$ cat src/verilog/loop_sync_pkg.sv
// package: constants, register map and types of the loop measurement sequencer
package loop_sync_pkg;

    // clock and time base
    localparam int unsigned CLK_HZ        = 20_000_000;
    localparam int unsigned TICK_US       = 100;
    localparam int unsigned TICK_CYC      = TICK_US * (CLK_HZ / 1_000_000);

    // measuring time per channel, held in ticks of 0.1 ms
    localparam int unsigned MEAS_US       = 1500;
    localparam logic [7:0]  MEAS_RST      = 8'(MEAS_US / TICK_US);

    // recommended cycle ceiling, only reported
    localparam int unsigned CYCLE_LIMIT_MS    = 8;
    localparam logic [11:0] CYCLE_LIMIT_TICKS = 12'(CYCLE_LIMIT_MS * 1000 / TICK_US);

    // indicator blink, 0.5 Hz
    localparam int unsigned BLINK_PERIOD_MS = 2000;
    localparam int unsigned BLINK_HALF_CYC  = (BLINK_PERIOD_MS / 2) * (CLK_HZ / 1000);

    // leader silence that ends synchronisation
    localparam int unsigned LOST_MS       = 50;
    localparam int unsigned LOST_CYC      = LOST_MS * (CLK_HZ / 1000);

    // leader restart announcement on the lines
    localparam int unsigned ANN_US        = 100;
    localparam logic [11:0] ANN_CYC       = 12'(ANN_US * (CLK_HZ / 1_000_000));
    localparam logic [11:0] ANN_DET       = 12'(ANN_US * (CLK_HZ / 1_000_000) / 2);

    // register byte addresses
    localparam logic [7:0]  ADDR_CTRL     = 8'h00;
    localparam logic [7:0]  ADDR_MEAS     = 8'h04;
    localparam logic [7:0]  ADDR_STATUS   = 8'h08;
    localparam logic [7:0]  ADDR_CYCLE    = 8'h0C;
    localparam logic [7:0]  ADDR_RSTDIAG  = 8'h10;
    localparam logic [7:0]  ADDR_ALNDIAG  = 8'h14;

    // control bits
    localparam int unsigned CTRL_LEADER_BIT = 0;
    localparam int unsigned CTRL_CLEAR_BIT  = 1;

    // values after power-on reset
    localparam logic        LEADER_RST     = 1'b0;
    localparam logic [7:0]  RST_CAUSE_POR  = 8'h01;

    typedef enum logic [1:0] {
        ST_FREE     = 2'b00,
        ST_FOLLOW   = 2'b01,
        ST_LEAD     = 2'b10,
        ST_ANNOUNCE = 2'b11
    } sync_state_t;

    typedef struct packed {
        logic [7:0]  cause;
        logic [15:0] count;
    } reset_diag_t;

    typedef struct packed {
        logic        sync_cause;
        logic [15:0] count;
    } align_diag_t;

endpackage

$ cat src/verilog/interval_timer.sv
// interval timer: restartable periodic one-cycle expiry pulse
`timescale 1ns/1ps
module interval_timer #(
    parameter int unsigned W = 12
) (
    // clock and reset
    input  wire logic         clk,
    input  wire logic         rst_n,
    // control
    input  wire logic         restart,
    input  wire logic [W-1:0] period,
    output logic              expire
);

    logic [W-1:0] cnt_q;
    logic [W-1:0] cnt_d;
    logic         expire_d;

    always_comb begin
        cnt_d    = cnt_q - W'(1);
        expire_d = 1'b0;
        if (restart) begin
            cnt_d = period - W'(1);
        end else if (cnt_q == '0) begin
            cnt_d    = period - W'(1);
            expire_d = 1'b1;
        end
    end

    always_ff @(posedge clk or negedge rst_n) begin
        if (!rst_n) begin
            cnt_q  <= '0;
            expire <= 1'b0;
        end else begin
            cnt_q  <= cnt_d;
            expire <= expire_d;
        end
    end

endmodule

$ cat src/verilog/loop_measure_sync.sv
// loop measurement sequencer with multi-detector channel synchronisation
//
// Behaviour
// - latest reset reason is kept as a bit-coded diagnostic value.
// - resets after power-on are counted; clear command zeroes count and cause.
// - unsynchronised, cycle time is the sum of the four channel measuring times.
// - synchronised, each slot lasts the longest time any detector needs for it.
// - synchronised detectors all measure the same channel number at once.
// - exactly one leader per group; leader role is off after power-on reset.
// - a follower locked to a leader refuses to switch its leader role on.
// - changing leader role neither resets nor interrupts measurement.
// - a follower seeing a leader appear starts sync with a full alignment.
// - a leader reset makes every follower restart sync with full alignment.
// - leader switched off makes followers leave sync with full alignment.
// - when locked, indicators blink at 0.5 Hz; leader blinks in antiphase.
// - default measuring time is 1.5 ms per channel, 6.0 ms per cycle.
// - sync-caused alignments are counted with cause recorded as synchronisation.
`timescale 1ns/1ps
module loop_measure_sync
    import loop_sync_pkg::*;
#(
    parameter int unsigned LOST_TIMEOUT_CYC = LOST_CYC,
    parameter int unsigned BLINK_HALF       = BLINK_HALF_CYC
) (
    // clock and power-on reset
    input  wire logic        CLOCK,
    input  wire logic        RST_N,
    // apb slave
    input  wire logic        PSEL,
    input  wire logic        PENABLE,
    input  wire logic        PWRITE,
    input  wire logic [7:0]  PADDR,
    input  wire logic [31:0] PWDATA,
    output logic      [31:0] PRDATA,
    output logic             PREADY,
    output logic             PSLVERR,
    // synchronisation lines, open drain
    input  wire logic        SYNC1_I,
    output logic             SYNC1_O,
    output logic             SYNC1_OE_N,
    input  wire logic        SYNC2_I,
    output logic             SYNC2_O,
    output logic             SYNC2_OE_N,
    // reset events of the detector
    input  wire logic        RESET_EVT,
    input  wire logic [7:0]  RESET_CAUSE,
    // measurement front end
    output logic      [1:0]  CHANNEL,
    output logic             MEASURE,
    output logic             ALIGN_ALL,
    input  wire logic        ALIGN_BUSY,
    // front panel
    output logic             FUNCTION_INDICATOR
);

    sync_state_t      state_q, state_d;
    logic             leader_en_q, leader_en_d;
    logic [3:0][7:0]  meas_q, meas_d;
    logic [1:0]       ch_q, ch_d;
    logic [7:0]       slot_left_q, slot_left_d;
    logic             sync1_prev_q;
    logic [11:0]      ann_cnt_q, ann_cnt_d;
    logic [19:0]      lost_cnt_q, lost_cnt_d;
    logic [11:0]      cyc_acc_q, cyc_acc_d;
    logic [11:0]      cyc_time_q, cyc_time_d;
    reset_diag_t      rdiag_q, rdiag_d;
    align_diag_t      adiag_q, adiag_d;
    logic             align_d;
    logic             blink_run_q, blink_run_d;
    logic             blink_q, blink_d;
    logic             fi_d;
    logic             sync1_oe_n_d, sync2_oe_n_d;
    logic             measure_d;
    logic [31:0]      prdata_d;
    logic             pready_d, pslverr_d;

    logic             start_slot;
    logic             sync_fall;
    logic             tick;
    logic             blink_flip;
    logic             blink_start;
    logic             ready;
    logic             access;
    logic             wr_commit;
    logic             clear;
    logic [15:0]      rcount_base;
    logic [15:0]      acount_base;

    assign sync_fall = sync1_prev_q && !SYNC1_I;
    assign access    = PSEL && PENABLE;
    assign wr_commit = access && PREADY && PWRITE;
    assign clear     = wr_commit && (PADDR == ADDR_CTRL) && PWDATA[CTRL_CLEAR_BIT];

    // 0.1 ms tick, restarted per slot so each slot is a whole number of ticks
    interval_timer #(.W(12)) u_tick (
        .clk     (CLOCK),
        .rst_n   (RST_N),
        .restart (start_slot),
        .period  (12'(TICK_CYC)),
        .expire  (tick)
    );

    interval_timer #(.W(25)) u_blink (
        .clk     (CLOCK),
        .rst_n   (RST_N),
        .restart (blink_start),
        .period  (25'(BLINK_HALF)),
        .expire  (blink_flip)
    );

    // sequencer
    always_comb begin
        state_d     = state_q;
        ch_d        = ch_q;
        slot_left_d = slot_left_q;
        start_slot  = 1'b0;
        align_d     = 1'b0;
        lost_cnt_d  = 20'h00000;
        ann_cnt_d   = 12'h000;
        if (!SYNC2_I && SYNC1_I) begin
            ann_cnt_d = (ann_cnt_q == ANN_CYC) ? ann_cnt_q : ann_cnt_q + 12'h001;
        end
        if (tick && slot_left_q != 8'h00) begin
            slot_left_d = slot_left_q - 8'h01;
        end
        unique case (state_q)
            ST_FREE: begin
                if (!leader_en_q && sync_fall && !SYNC2_I) begin
                    state_d    = ST_FOLLOW;
                    align_d    = 1'b1;
                    start_slot = 1'b1;
                    ch_d       = 2'b00;
                end else begin
                    // measurement keeps running across the role change
                    if (leader_en_q) begin
                        state_d = ST_LEAD;
                    end
                    if (slot_left_q == 8'h00) begin
                        start_slot = 1'b1;
                        ch_d       = ch_q + 2'b01;
                    end
                end
            end
            ST_LEAD: begin
                if (!leader_en_q) begin
                    state_d = ST_FREE;
                end else if (RESET_EVT) begin
                    state_d     = ST_ANNOUNCE;
                    slot_left_d = 8'h00;
                end else if (slot_left_q == 8'h00 && SYNC1_I) begin
                    // wired line high: every detector has finished this slot
                    start_slot = 1'b1;
                    ch_d       = ch_q + 2'b01;
                end
            end
            ST_ANNOUNCE: begin
                slot_left_d = 8'h00;
                if (!leader_en_q) begin
                    state_d = ST_FREE;
                end else if (ann_cnt_q == ANN_CYC) begin
                    state_d    = ST_LEAD;
                    start_slot = 1'b1;
                    ch_d       = 2'b00;
                end
            end
            ST_FOLLOW: begin
                lost_cnt_d = lost_cnt_q + 20'h00001;
                if (sync_fall) begin
                    start_slot = 1'b1;
                    ch_d       = SYNC2_I ? ch_q + 2'b01 : 2'b00;
                    lost_cnt_d = 20'h00000;
                end else if (lost_cnt_q == 20'(LOST_TIMEOUT_CYC)) begin
                    state_d = ST_FREE;
                    align_d = 1'b1;
                end
                if (ann_cnt_q == ANN_DET && !SYNC2_I && SYNC1_I) begin
                    align_d = 1'b1;
                end
            end
        endcase
        if (start_slot) begin
            slot_left_d = (meas_q[ch_d] == 8'h00) ? 8'h01 : meas_q[ch_d];
        end
        measure_d    = slot_left_d != 8'h00;
        // each synchronised detector (leader or follower) holds line 1 low while it still measures the slot
        sync1_oe_n_d = !((state_d == ST_FOLLOW || state_d == ST_LEAD) && measure_d);
        sync2_oe_n_d = !(state_d == ST_ANNOUNCE || (state_d == ST_LEAD && ch_d == 2'b00));

        cyc_acc_d  = tick ? cyc_acc_q + 12'h001 : cyc_acc_q;
        cyc_time_d = cyc_time_q;
        if (start_slot && ch_d == 2'b00) begin
            cyc_time_d = cyc_acc_q;
            cyc_acc_d  = 12'h000;
        end
    end

    // diagnostics; an event in the clear cycle survives the clear
    always_comb begin
        rdiag_d     = rdiag_q;
        adiag_d     = adiag_q;
        rcount_base = clear ? 16'h0000 : rdiag_q.count;
        acount_base = clear ? 16'h0000 : adiag_q.count;
        if (clear) begin
            rdiag_d = '{cause: 8'h00, count: 16'h0000};
            adiag_d = '{sync_cause: 1'b0, count: 16'h0000};
        end
        if (RESET_EVT) begin
            rdiag_d.cause = RESET_CAUSE;
            rdiag_d.count = rcount_base + 16'h0001;
        end
        if (align_d) begin
            adiag_d.sync_cause = 1'b1;
            adiag_d.count      = acount_base + 16'h0001;
        end
    end

    // indicator; phase starts at the first channel-0 slot after lock
    always_comb begin
        ready       = (state_q == ST_FOLLOW || state_q == ST_LEAD) && !ALIGN_BUSY;
        blink_start = ready && !blink_run_q && start_slot && ch_d == 2'b00;
        blink_run_d = ready && (blink_run_q || blink_start);
        blink_d     = blink_start ? 1'b0 : (blink_flip ? !blink_q : blink_q);
        // steady on while not locked
        fi_d        = blink_run_d ? (blink_d ^ (state_q == ST_LEAD)) : 1'b1;
    end

    // apb: one wait state, write lands on the pready edge
    always_comb begin
        leader_en_d = leader_en_q;
        meas_d      = meas_q;
        pready_d    = access && !PREADY;
        prdata_d    = 32'h0000_0000;
        pslverr_d   = 1'b0;
        if (access && !PREADY) begin
            case (PADDR)
                ADDR_CTRL:    prdata_d = {31'h0000_0000, leader_en_q};
                ADDR_MEAS:    prdata_d = meas_q;
                ADDR_STATUS:  prdata_d = {24'h00_0000, 1'b0,
                                          cyc_time_q > CYCLE_LIMIT_TICKS,
                                          blink_run_q, state_q == ST_FOLLOW,
                                          ch_q, state_q};
                ADDR_CYCLE:   prdata_d = {20'h0_0000, cyc_time_q};
                ADDR_RSTDIAG: prdata_d = {8'h00, rdiag_q};
                ADDR_ALNDIAG: prdata_d = {15'h0000, adiag_q};
                default: begin
                    pslverr_d = 1'b1;
                end
            endcase
        end
        if (wr_commit && PADDR == ADDR_CTRL) begin
            // a locked follower may drop but never take the leader role
            if (!(state_q == ST_FOLLOW && PWDATA[CTRL_LEADER_BIT])) begin
                leader_en_d = PWDATA[CTRL_LEADER_BIT];
            end
        end
        if (wr_commit && PADDR == ADDR_MEAS) begin
            meas_d = PWDATA;
        end
    end

    always_ff @(posedge CLOCK or negedge RST_N) begin
        if (!RST_N) begin
            state_q      <= ST_FREE;
            leader_en_q  <= LEADER_RST;
            meas_q       <= {4{MEAS_RST}};
            ch_q         <= 2'b11;
            slot_left_q  <= 8'h00;
            sync1_prev_q <= 1'b1;
            ann_cnt_q    <= 12'h000;
            lost_cnt_q   <= 20'h00000;
            cyc_acc_q    <= 12'h000;
            cyc_time_q   <= 12'h000;
            rdiag_q      <= '{cause: RST_CAUSE_POR, count: 16'h0000};
            adiag_q      <= '{sync_cause: 1'b0, count: 16'h0000};
            blink_run_q  <= 1'b0;
            blink_q      <= 1'b0;
            PRDATA       <= 32'h0000_0000;
            PREADY       <= 1'b0;
            PSLVERR      <= 1'b0;
            SYNC1_O      <= 1'b0;
            SYNC1_OE_N   <= 1'b1;
            SYNC2_O      <= 1'b0;
            SYNC2_OE_N   <= 1'b1;
            CHANNEL      <= 2'b11;
            MEASURE      <= 1'b0;
            ALIGN_ALL    <= 1'b0;
            FUNCTION_INDICATOR <= 1'b1;
        end else begin
            state_q      <= state_d;
            leader_en_q  <= leader_en_d;
            meas_q       <= meas_d;
            ch_q         <= ch_d;
            slot_left_q  <= slot_left_d;
            sync1_prev_q <= SYNC1_I;
            ann_cnt_q    <= ann_cnt_d;
            lost_cnt_q   <= lost_cnt_d;
            cyc_acc_q    <= cyc_acc_d;
            cyc_time_q   <= cyc_time_d;
            rdiag_q      <= rdiag_d;
            adiag_q      <= adiag_d;
            blink_run_q  <= blink_run_d;
            blink_q      <= blink_d;
            PRDATA       <= prdata_d;
            PREADY       <= pready_d;
            PSLVERR      <= pslverr_d;
            SYNC1_O      <= 1'b0;
            SYNC1_OE_N   <= sync1_oe_n_d;
            SYNC2_O      <= 1'b0;
            SYNC2_OE_N   <= sync2_oe_n_d;
            CHANNEL      <= ch_d;
            MEASURE      <= measure_d;
            ALIGN_ALL    <= align_d;
            FUNCTION_INDICATOR <= fi_d;
        end
    end

endmodule

$ cat config.mk
export PLATFORM = sky130hd
export DESIGN_NAME = loop_measure_sync
export DESIGN_NICKNAME = d
export VERILOG_FILES = /design/src/verilog/loop_sync_pkg.sv /design/src/verilog/interval_timer.sv /design/src/verilog/loop_measure_sync.sv
export SDC_FILE = /design/constraint.sdc
export NUM_CORES = 1
export LEC_CHECK = 0
export BUFFER_PORTS_ARGS = -buffer_cell sky130_fd_sc_hd__buf_2
export CAP_MARGIN = 15
export CORE_MARGIN = 10
export CORE_UTILIZATION = 53
export CTS_CLUSTER_DIAMETER = 150
export DETAILED_ROUTE_END_ITERATION = 16
export GPL_ROUTABILITY_DRIVEN = 0
export GPL_TIMING_DRIVEN = 0
export PLACE_DENSITY_LB_ADDON = 0.08
export SETUP_SLACK_MARGIN = 0.15
export SLEW_MARGIN = 15
export SYNTH_ARGS = -nofsm -noshare
export SYNTH_HDL_FRONTEND = slang
export SYNTH_HIERARCHICAL = 1
export SYNTH_SLANG_ARGS = --single-unit
export TNS_END_PERCENT = 20
$ cat constraint.sdc
create_clock -name CLOCK -period 3.45 [get_ports CLOCK]
set_clock_uncertainty 0.2 [all_clocks]
set_input_delay 0 -clock CLOCK [delete_from_list [all_inputs] [get_ports CLOCK]]
set_output_delay 0 -clock CLOCK [all_outputs]
set_load 0.005 [all_outputs]
## Word-level counts from Yosys, hierarchy flattened

Cells that the tools add are included.

| storage, ports and cells | value |
|---|---|
| bits of input ports | 57 |
| bits in registers | 223 |
| word-level logic and storage cells | 178 |
| output and inout port bits | 43 |

| cells by class | value |
|---|---|
| add/subtract/negate cells | 9 |
| muxes and demuxes | 68 |
| equality and inequality tests | 15 |
| bitwise logic cells | 2 |
| reductions and logical operators | 51 |
| magnitude comparators | 2 |

Operator list:

| cell | count |
|---|---|
| $pmux 32 s6 | 1 |
| $mux 12 | 6 |
| $mux 25 | 2 |
| $mux 24 | 2 |
| $mux 8 | 6 |
| $mux 20 | 2 |
| $mux 17 | 2 |
| $mux 2 | 17 |
| $add 16x1->16 const B | 2 |
| $mux 16 | 2 |
| $mux 32 | 1 |
| $logic_not 25->1 | 1 |
| $sub 25x1->25 const B | 1 |
| $add 12x1->12 const B | 2 |
| $logic_and 1x1->1 | 24 |
| $logic_not 8->1 | 3 |
| $mux 1 | 21 |
| $add 20x1->20 const B | 1 |
| $eq 20x20->1 const B | 1 |
| $bmux 8 s2 | 1 |
| $eq 8x4->1 const B | 2 |
| $eq 8x5->1 const B | 2 |
| $pmux 2 s4 | 2 |
| $pmux 8 s2 | 1 |
| 23 further kinds | 42 |

## Logic depth before layout (Yosys ltp)

Gate-level depths: netlist of run 1.

| depth | value |
|---|---|
| depth in word-level cells | 14 |
| gate-level depth with buffers | 17 |
| depth with buffers taken out | 13 |

## By module

The synthesis of run 1 kept the hierarchy.

Modules (own cells, without submodules):

| module | cells an instance | instances | area an instance (sq um) |
|---|---|---|---|
| loop_measure_sync | 876 | 1 | 9148.8 |
| interval_timer at u_blink | 191 | 1 | 1905.6 |
| interval_timer at u_tick | 94 | 1 | 914.6 |

## Worst setup path after synthesis of run 1

OpenSTA, ideal clock, no wires.

| timing | value |
|---|---|
| path kind | reg-to-reg |
| from | register slot_left_q[0] |
| to | register MEASURE |
| slack | -104 ps |
| data arrival time | 3230 ps |
| required time | 3126 ps |
| cell stages (with the launch flop) | 14 |
| cell sequence | dfrtp_1 inv_1 ha_1 or3b_1 clkbuf_1 or4_4 a21boi_2 o21ai_4 inv_4 buf_6 mux2i_1 o221ai_1 or4_1 or2_1 |

| between the ends | value |
|---|---|
| longest elaborated chain between the ends | 12 |

RTL lines:

| what | line | text |
|---|---|---|
| start, declared | loop_measure_sync.sv:60 | `logic [7:0] slot_left_q, slot_left_d;` |
| start signal, assigned | loop_measure_sync.sv:293 | `slot_left_q <= slot_left_d;` |
| $logic_not 8->1 * | loop_measure_sync.sv:138, loop_measure_sync.sv:150 |  |
| $logic_and 1x1->1 | loop_measure_sync.sv:150 | `end else if (slot_left_q == 8'h00 && SYNC1_I) begin` |
| $mux 2 | loop_measure_sync.sv:150 |  |
| $mux 2 | loop_measure_sync.sv:147 | `end else if (RESET_EVT) begin` |
| $mux 2 | loop_measure_sync.sv:145 | `if (!leader_en_q) begin` |
| $pmux 2 s4 * | loop_measure_sync.sv:126 | `unique case (state_q)` |
| net ch_d[1] | loop_measure_sync.sv:59 | `logic [1:0] ch_q, ch_d;` |
| $bmux 8 s2 * | loop_measure_sync.sv:182 | `slot_left_d = (meas_q[ch_d] == 8'h00) ? 8'h01 : meas_q[ch_d];` |
| $mux 8 (implied by the code) * | loop_measure_sync.sv:182 |  |
| $logic_not 8->1 | loop_measure_sync.sv:182 |  |
| $mux 8 * | loop_measure_sync.sv:182 |  |
| $mux 8 * | loop_measure_sync.sv:181 | `if (start_slot) begin` |
| net slot_left_d[2] | loop_measure_sync.sv:60 |  |
| $reduce_bool 8->1 * | loop_measure_sync.sv:184 | `measure_d = slot_left_d != 8'h00;` |
| net measure_d | loop_measure_sync.sv:73 | `logic measure_d;` |
| end signal, assigned | loop_measure_sync.sv:311 | `MEASURE <= measure_d;` |
| end, declared | loop_measure_sync.sv:49 | `output logic MEASURE,` |

The timed path passes the listed nets; every way through them passes the cells marked *. The select of a mux whose other input is x is not followed.
A chain may end at the register's enable or synchronous reset.

## Final worst setup path of run 1

| timing | value |
|---|---|
| from | register slot_left_q[0] |
| to | register MEASURE |

| between the ends | value |
|---|---|
| longest elaborated chain between the ends | 12 |

RTL lines:

| what | line |
|---|---|
| $logic_not 8->1 | loop_measure_sync.sv:138, loop_measure_sync.sv:150 |
| $logic_and 1x1->1 | loop_measure_sync.sv:150 |
| $mux 2 | loop_measure_sync.sv:150 |
| $mux 2 | loop_measure_sync.sv:147 |
| $mux 2 | loop_measure_sync.sv:145 |
| $pmux 2 s4 | loop_measure_sync.sv:126 |
| $bmux 8 s2 | loop_measure_sync.sv:182 |
| $mux 8 (implied by the code) | loop_measure_sync.sv:182 |
| $logic_not 8->1 | loop_measure_sync.sv:182 |
| $mux 8 | loop_measure_sync.sv:182 |
| $mux 8 * | loop_measure_sync.sv:181 |
| $reduce_bool 8->1 * | loop_measure_sync.sv:184 |
| net measure_d | loop_measure_sync.sv:73 |

Marks and branches as above.

==> metrics.md, run 1 <==
| Metric | Value |
|---|---|
| Worst hold margin | `0.0153 ns` |
| Final worst slack | `-0.204 ns` |
| First-pass GRT wire length | `50600 microns` |
| Routed len/inst | `17.2 microns` |
| Layout cells sized above 1 | `22.3%` |
| Top cells by area, synth | `dfrtp_1 42%, dfstp_2 5.0%, xnor2_1 4.8%` |
| Nets | `1593` |
| Status | `finished, violations left` |
| Final wirelength | `31200 microns` |
| Final instance area | `15600 sq um` |
| Die area | `29000 sq um` |
| Synth unique cells | `85` |
| Final-report hold violation count | `0` |
| Reg2reg start | `slot_left_q[0]` |
| Clock Path Buffers | `3` |
| RSZ-0062 raised after global routing | `true` |
| Clock sinks | `223` |
| Part of the power in registers | `38.4%` |
| Tot GR Track Use | `21.3%` |
| Vias in the first global route | `9705` |
| Post-synthesis instance area | `12000 sq um` |
| Worst slew margin | `52.1%` |
| Worst skew pair latency | `0.52 ns` |
| Max-slew violations | `0` |
| Crit Path Max Fanout | `5` |
| Final Cycle Share | `106%` |
| TritonCTS buffer count | `25` |
| Grt ovf | `0` |
| DP HPWL | `21400 microns` |
| Initial antenna violation count | `0` |
| Vias/cell | `5.36` |
| Area after DPL | `13300 sq um` |
| Clk slew on worst S/H paths | `0.06 ns` |
| Die Ht | `170 microns` |
| Via Count | `9732` |
| FF-to-FF path depth | `13` |
| Pin count of the biggest net entering global routing | `92` |
| Ys Warns | `6` |
| Pint | `6.08 mW` |
| Die W | `170 microns` |
| DR DRC count | `0` |
| Syn avg cell area | `10.3 sq um` |
| Post-synth ARST share | `100%` |
| Final ANT Viol Nets | `0` |
| Tmin final | `3.65 ns` |
| Post-synth top flop | `dfrtp_1` |
| Layout area overhead | `30.0%` |
| ANT cells | `0` |
| Failing checks | `negative setup slack` |
| H-tree levels | `1` |
| R2r setup slk | `-0.20 ns` |
| Clock Root Buffer | `clkbuf_16` |
| Slew @ Worst Pin | `0.717 ns` |
| Setup CP Type | `reg -> reg` |
| Top cells by count, synth | `200 x dfrtp_1, 138 x nor2_1, 82 x nand2_1, 65 x xnor2_1, 59 x xor2_1` |
| Worst Hold Class | `in -> reg` |
| P_sw | `2.94 mW` |
| Worst hold endpoint | `blink_run_q` |
| Hold Startpoint | `ALIGN_BUSY` |
| Arrival @ worst endpoint | `3.86 ns` |
| Ports | `100` |
| Post-synthesis sequential area ratio | `46.9%` |
| Top cell type's share of synthesized area | `41.8%` |
| Leak | `7.15 nW` |
| Cell with the most instances after synthesis | `dfrtp_1` |
| Power per standard cell area | `579 nW/um^2` |
| Peak supply drop | `0.356 mV` |
| Sw frac | `32.6%` |
| Util after Layout | `70.6%` |
| Worst reg2reg endpoint | `MEASURE` |
| Initial core utilization | `54.3%` |
| Row count | `54` |
| IO Port Bufs | `95` |
| Clk network pwr share | `28.5%` |
| Initial DRC count | `669` |
| TritonRoute pass-1 iters | `5` |
| Mapped Cells | `1161` |
| Synthesized flop and latch total | `223` |
| Combinational power share | `33.1%` |
| CTS tree | `yes` |
| Post-synth EDFFs | `0` |
| CP endpoint kind | `register` |
| Core area | `22000 sq um` |
| Crit start category | `register` |
| Yosys top cell by area | `dfrtp_1` |
| Max Cap Viol | `0` |
| CP Data Required Time | `3.65 ns` |
| Worst slack at placement | `-0.490 ns` |
| Final setup viols | `34` |
| Max Freq | `274 MHz` |
| Worst hold path depth | `3` |
## stage by stage
stage          instances  total power, mW  setup TNS [ns]
2_1_floorplan       1278             5.07         -0.0145
3_3_place_gp        1653             5.63         -347.45
6_report            1816             9.01           -3.64
3_5_place_dp        1655             5.70          -14.37
4_1_cts             1808             8.86           -1.96
5_1_grt             1816             9.51           -7.72
## layout make-up
class	instances	area, sq um
plain buffers	45	293
clock buffers	42	749
clock inverters	4	48.8
fillers	1602	6470
inverters	37	143
multi-input cells	973	6640
flip-flops and latches	223	5610
well taps	280	350
repair buffers	212	1720
## worst max path at each step
| stage | start | endpoint | slack (ns) | cells past startpoint |
|---|---|---|---|---|
| 2_1_floorplan | slot_left_q[7] | MEASURE | -0.01 | 11 |
| 3_3_place_gp | RST_N | u_tick/cnt_q[5] | -1.65 | 1 |
| 3_5_place_dp | ann_cnt_q[0] | u_blink/cnt_q[8] | -0.49 | 14 |
| 4_1_cts | slot_left_q[1] | MEASURE | -0.18 | 13 |
| 5_1_grt | slot_left_q[0] | u_blink/cnt_q[5] | -0.31 | 19 |
| 6_report | slot_left_q[0] | MEASURE | -0.20 | 13 |
## registers in the layout, summed over array words and instances (netlist names), 2 cells and up
name           count
meas_q            32
ch_q               2
PRDATA            32
u_blink/cnt_q     25
u_tick/cnt_q      12
adiag_q           17
cyc_time_q        12
ann_cnt_q         12
cyc_acc_q         12
slot_left_q        8
lost_cnt_q        20
state_q            2
rdiag_q           24
## cells by family after synthesis
logic type      after synthesis  share of synthesized area [%]
simple gates                459                           21.3
mux                          97                           8.59
buf+inv                      82                           3.09
fa+ha+maj                    19                           1.99
xor+xnor                    124                           9.07
flops                       223                           46.9
other cells                   2                         0.0627
compound gates              155                           9.04
## worst max-delay path, stage by stage (launching register included)
cell	delay, ns
dfrtp_1	0.39
inv_2	0.08
ha_4	0.13
or3b_4	0.38
buf_8	0.13
or4_4	0.48
a21boi_4	0.18
o21ai_4	0.09
inv_4	0.14
buf_6	0.14
mux2i_2	0.23
o221a_2	0.22
or4bb_4	0.53
or2_1	0.22
## placed cells by master, fill, tap and decap left out, drive strengths merged, types with 10 or more instances in the layout
cell and count:
nand2 82, and3 27, a21oi 42, nor2 138, xor2 59, nand4 21, a22oi 10, conb 119
o21ai 31, inv 36, nor3b 10, ha 19, buf 162, xnor2 65, nor4 26, clkbuf 69
nand3 35, nor3 32, dfstp 23, mux2 46, dfrtp 200, or4 14, dlygate4sd3 68, or3 16
mux2i 51
## power by group through the flow
| stage | registers [mW] | clock network, mW | logic, mW |
|---|---|---|---|
| floorplan | 3.38 | 0 | 1.69 |
| global placement | 3.47 | 0 | 2.16 |
| detailed placement | 3.48 | 0 | 2.21 |
| CTS | 3.45 | 2.62 | 2.79 |
| global route | 3.51 | 2.74 | 3.27 |
| finish | 3.46 | 2.57 | 2.98 |
## routing by layer
layer	global-route usage [%]	routed length, microns	share of wire, %	vias up
li1	-	-	-	4726
met2	36.1	15200	49	262
met5	0	0	0	-
met4	6.64	802	2.6	0
met1	27.5	13700	44	4696
met3	3.35	1590	5.1	48
## repair_timing
action | 4_1_cts | 5_1_grt
hold buffers | 69 | 0
endpoints found under the hold margin | 224 | 0
buffers inserted | 36 | 6
pin swaps | 17 | 10
gates cloned | 2 | 1
setup endpoints to repair | 70 | 69
resized for setup | 53 | 22
Note: power is estimated with default switching activity, not from simulation.
==> inputs of run 2 (changes only) <==
- CORE_UTILIZATION: 53 -> 35
==> run 2 against run 1 <==
The flow still finishes with violations (negative setup slack); count of clock-buffer cells in the layout shrank 5; largest cell class unchanged; largest power group unchanged; die area grew 45%; sequential share of layout area shrank 0.46 points; final cell count grew 8.6%; combinational power shrank 4%; critical path depth is the same.
==> metrics.md, run 2 (synthesis results as in run 1) <==
| Metric | Value |
|---|---|
| DP HPWL | `23600 microns (+11%)` |
| Area after DPL | `13600 sq um (+1.6%)` |
| Final Cycle Share | `105% (-0.78 points)` |
| Final-report hold violation count | `0 (unchanged)` |
| Final ANT Viol Nets | `0 (unchanged)` |
| Grt ovf | `0 (unchanged)` |
| Worst reg2reg endpoint | `MEASURE` |
| Clock Root Buffer | `clkbuf_16` |
| Final instance area | `15800 sq um (+1.3%)` |
| Tot GR Track Use | `15.5% (-5.8 points)` |
| Worst setup path endpoint | `MEASURE` |
| Ports | `100 (unchanged)` |
| Post-route insts no fill | `1972 (+8.6%)` |
| Initial DRC count | `423 (-37%)` |
| Final worst slack | `-0.177 ns (+0.0271 ns)` |
| Arrival @ worst endpoint | `3.84 ns (-0.02 ns)` |
| Crit start category | `register` |
| TritonRoute pass-1 iters | `5 (unchanged)` |
| Final setup TNS | `-1.97 ns (+1.68 ns)` |
| Util after Layout | `46.9% (-24 points)` |
| Worst setup path startpoint | `slot_left_q[0]` |
| H-tree levels | `1 (unchanged)` |
| R2r setup slk | `-0.18 ns (+0.03 ns)` |
| Worst skew pair latency | `0.54 ns (+0.02 ns)` |
| Setup CP Type | `reg -> reg` |
| Status | `finished, violations left` |
| CP endpoint kind | `register` |
| DR DRC count | `0 (unchanged)` |
| Die Ht | `205 microns (+20%)` |
| Worst slack at placement | `-0.563 ns (-0.0725 ns)` |
| Vias in the first global route | `9443 (-2.7%)` |
| Inst Count DP | `1823 (+10%)` |
| CP Data Required Time | `3.66 ns (about the same)` |
| Leading cell types in the layout, fill and taps excluded | `197 x dfrtp_1, 136 x nor2_1, 119 x conb_1` |
| TritonCTS buffer count | `27 (+8.0%)` |
| Core area | `33600 sq um (+53%)` |
| Failing checks | `negative setup slack` |
| Worst slew margin | `21.4% (-31 points)` |
| Max-slew violations | `0 (unchanged)` |
| Slew @ Worst Pin | `1.18 ns (+0.461 ns)` |
| Initial antenna violation count | `0 (unchanged)` |
| Max Freq | `276 MHz (+0.75%)` |
| ANT cells | `0 (unchanged)` |
| Final setup viols | `27 (-21%)` |
| Die W | `205 microns (+20%)` |
| RSZ-0062 raised after global routing | `true` |
| Top Registers | `PRDATA (32), meas_q (32), u_blink/cnt_q (25)` |
| Most common cell after layout, fill and taps aside | `dfrtp_1` |
| Die area | `42000 sq um (+45%)` |
| Tmin final | `3.63 ns (-0.0271 ns)` |
| Clock Path Buffers | `3 (unchanged)` |
| Power per standard cell area | `583 nW/um^2 (+0.60%)` |
| Final wirelength | `32900 microns (+5.4%)` |
| Clock sinks | `223 (unchanged)` |
| Vias/cell | `4.82 (-10%)` |
| Leak | `7.16 nW (+0.14%)` |
| Layout cells sized above 1 | `21.8% (-0.48 points)` |
| CTS tree | `yes` |
| Clk slew on worst S/H paths | `0.06 ns (about the same)` |
| Peak supply drop | `0.310 mV (-13%)` |
| Routed len/inst | `16.7 microns (-2.9%)` |
| IO Port Bufs | `95 (unchanged)` |
| Row count | `67 (+24%)` |
| Reg2reg start | `slot_left_q[0]` |
| Crit Path Max Fanout | `4 (-1)` |
| Max Cap Viol | `0 (unchanged)` |
| Via Count | `9506 (-2.3%)` |
| First-pass GRT wire length | `52900 microns (+4.7%)` |
| FF-to-FF path depth | `13 (unchanged)` |
| Layout area overhead | `31.7%` |
| Nets | `1579 (-0.88%)` |
| Initial core utilization | `35.6% (-19 points)` |
| Pin count of the biggest net entering global routing | `91 (-1.1%)` |
| Worst Hold Class | `in -> reg` |
-- run 2: changes by cell type in the layout (fill, tap and decap cells not counted), sizes merged --
cell,delta
buf,-20
clkbuf,-2
dlygate4sd3,+1
clkinv,+6
bufinv,+2
inv,+1
-- run 2: final cells by class --
cell class / instances / area [sq um]
inverters: 37 / 144
multi-input cells: 973 / 6680
clock buffers: 37 / 763
well taps: 448 / 561
fillers: 3191 / 17900
flip-flops and latches: 223 / 5610
plain buffers: 45 / 284
clock inverters: 13 / 144
repair buffers: 196 / 1570
-- run 2: metrics by stage --
step                      total power, mW  hold slack (ns)
final                                9.19           0.0118
after global routing                 9.72           0.0190
after CTS                            9.07          0.00872
after detailed placement             5.74           -0.242
after global placement               5.72          -0.0163
after floorplan                      5.07           -0.496
-- run 2: worst min-delay path by stage --
stage,startpoint,to,slack [ns],cells past startpoint
2_1_floorplan,RST_N,ALIGN_ALL,-0.50,0
3_3_place_gp,ALIGN_BUSY,blink_run_q,-0.02,2
3_5_place_dp,RST_N,ann_cnt_q[7],-0.24,1
4_1_cts,PWDATA[8],meas_q[8],0.009,3
5_1_grt,PWDATA[20],meas_q[20],0.02,3
6_report,ALIGN_BUSY,blink_run_q,0.01,3
-- run 2: timing repair --
action | 4_1_cts | 5_1_grt
pin swaps | 6 | 10
hold endpoints to repair | 294 | 0
buffers inserted | 19 | 6
resized for setup | 37 | 24
endpoints found under the setup margin | 68 | 74
gates cloned | 0 | 4
hold buffers | 70 | 0
-- run 2: power by group --
group          internal [mW]  leakage (nW)  switching [mW]
clock                   1.77         0.457            1.12
sequential              3.03          2.89           0.418
combinational           1.39          3.81            1.47
-- run 2: per-layer routing --
layer	part of all wire [%]	vias to the layer above	GRT usage (%)
met4	1.6	0	3.52
met1	46	4593	20.7
met2	48	187	25.9
met3	4.6	31	2.21
li1	-	4695	-
met5	0	-	0
-- run 2: critical path, cell delays in order (launching register included) --
cell	delay, ns
dfrtp_1	0.39
inv_2	0.09
ha_4	0.13
or3b_1	0.35
clkbuf_8	0.16
or4_4	0.49
a21boi_4	0.19
o21ai_4	0.08
inv_4	0.12
buf_6	0.14
mux2i_4	0.24
o221a_4	0.21
or4bb_1	0.49
or2_1	0.23
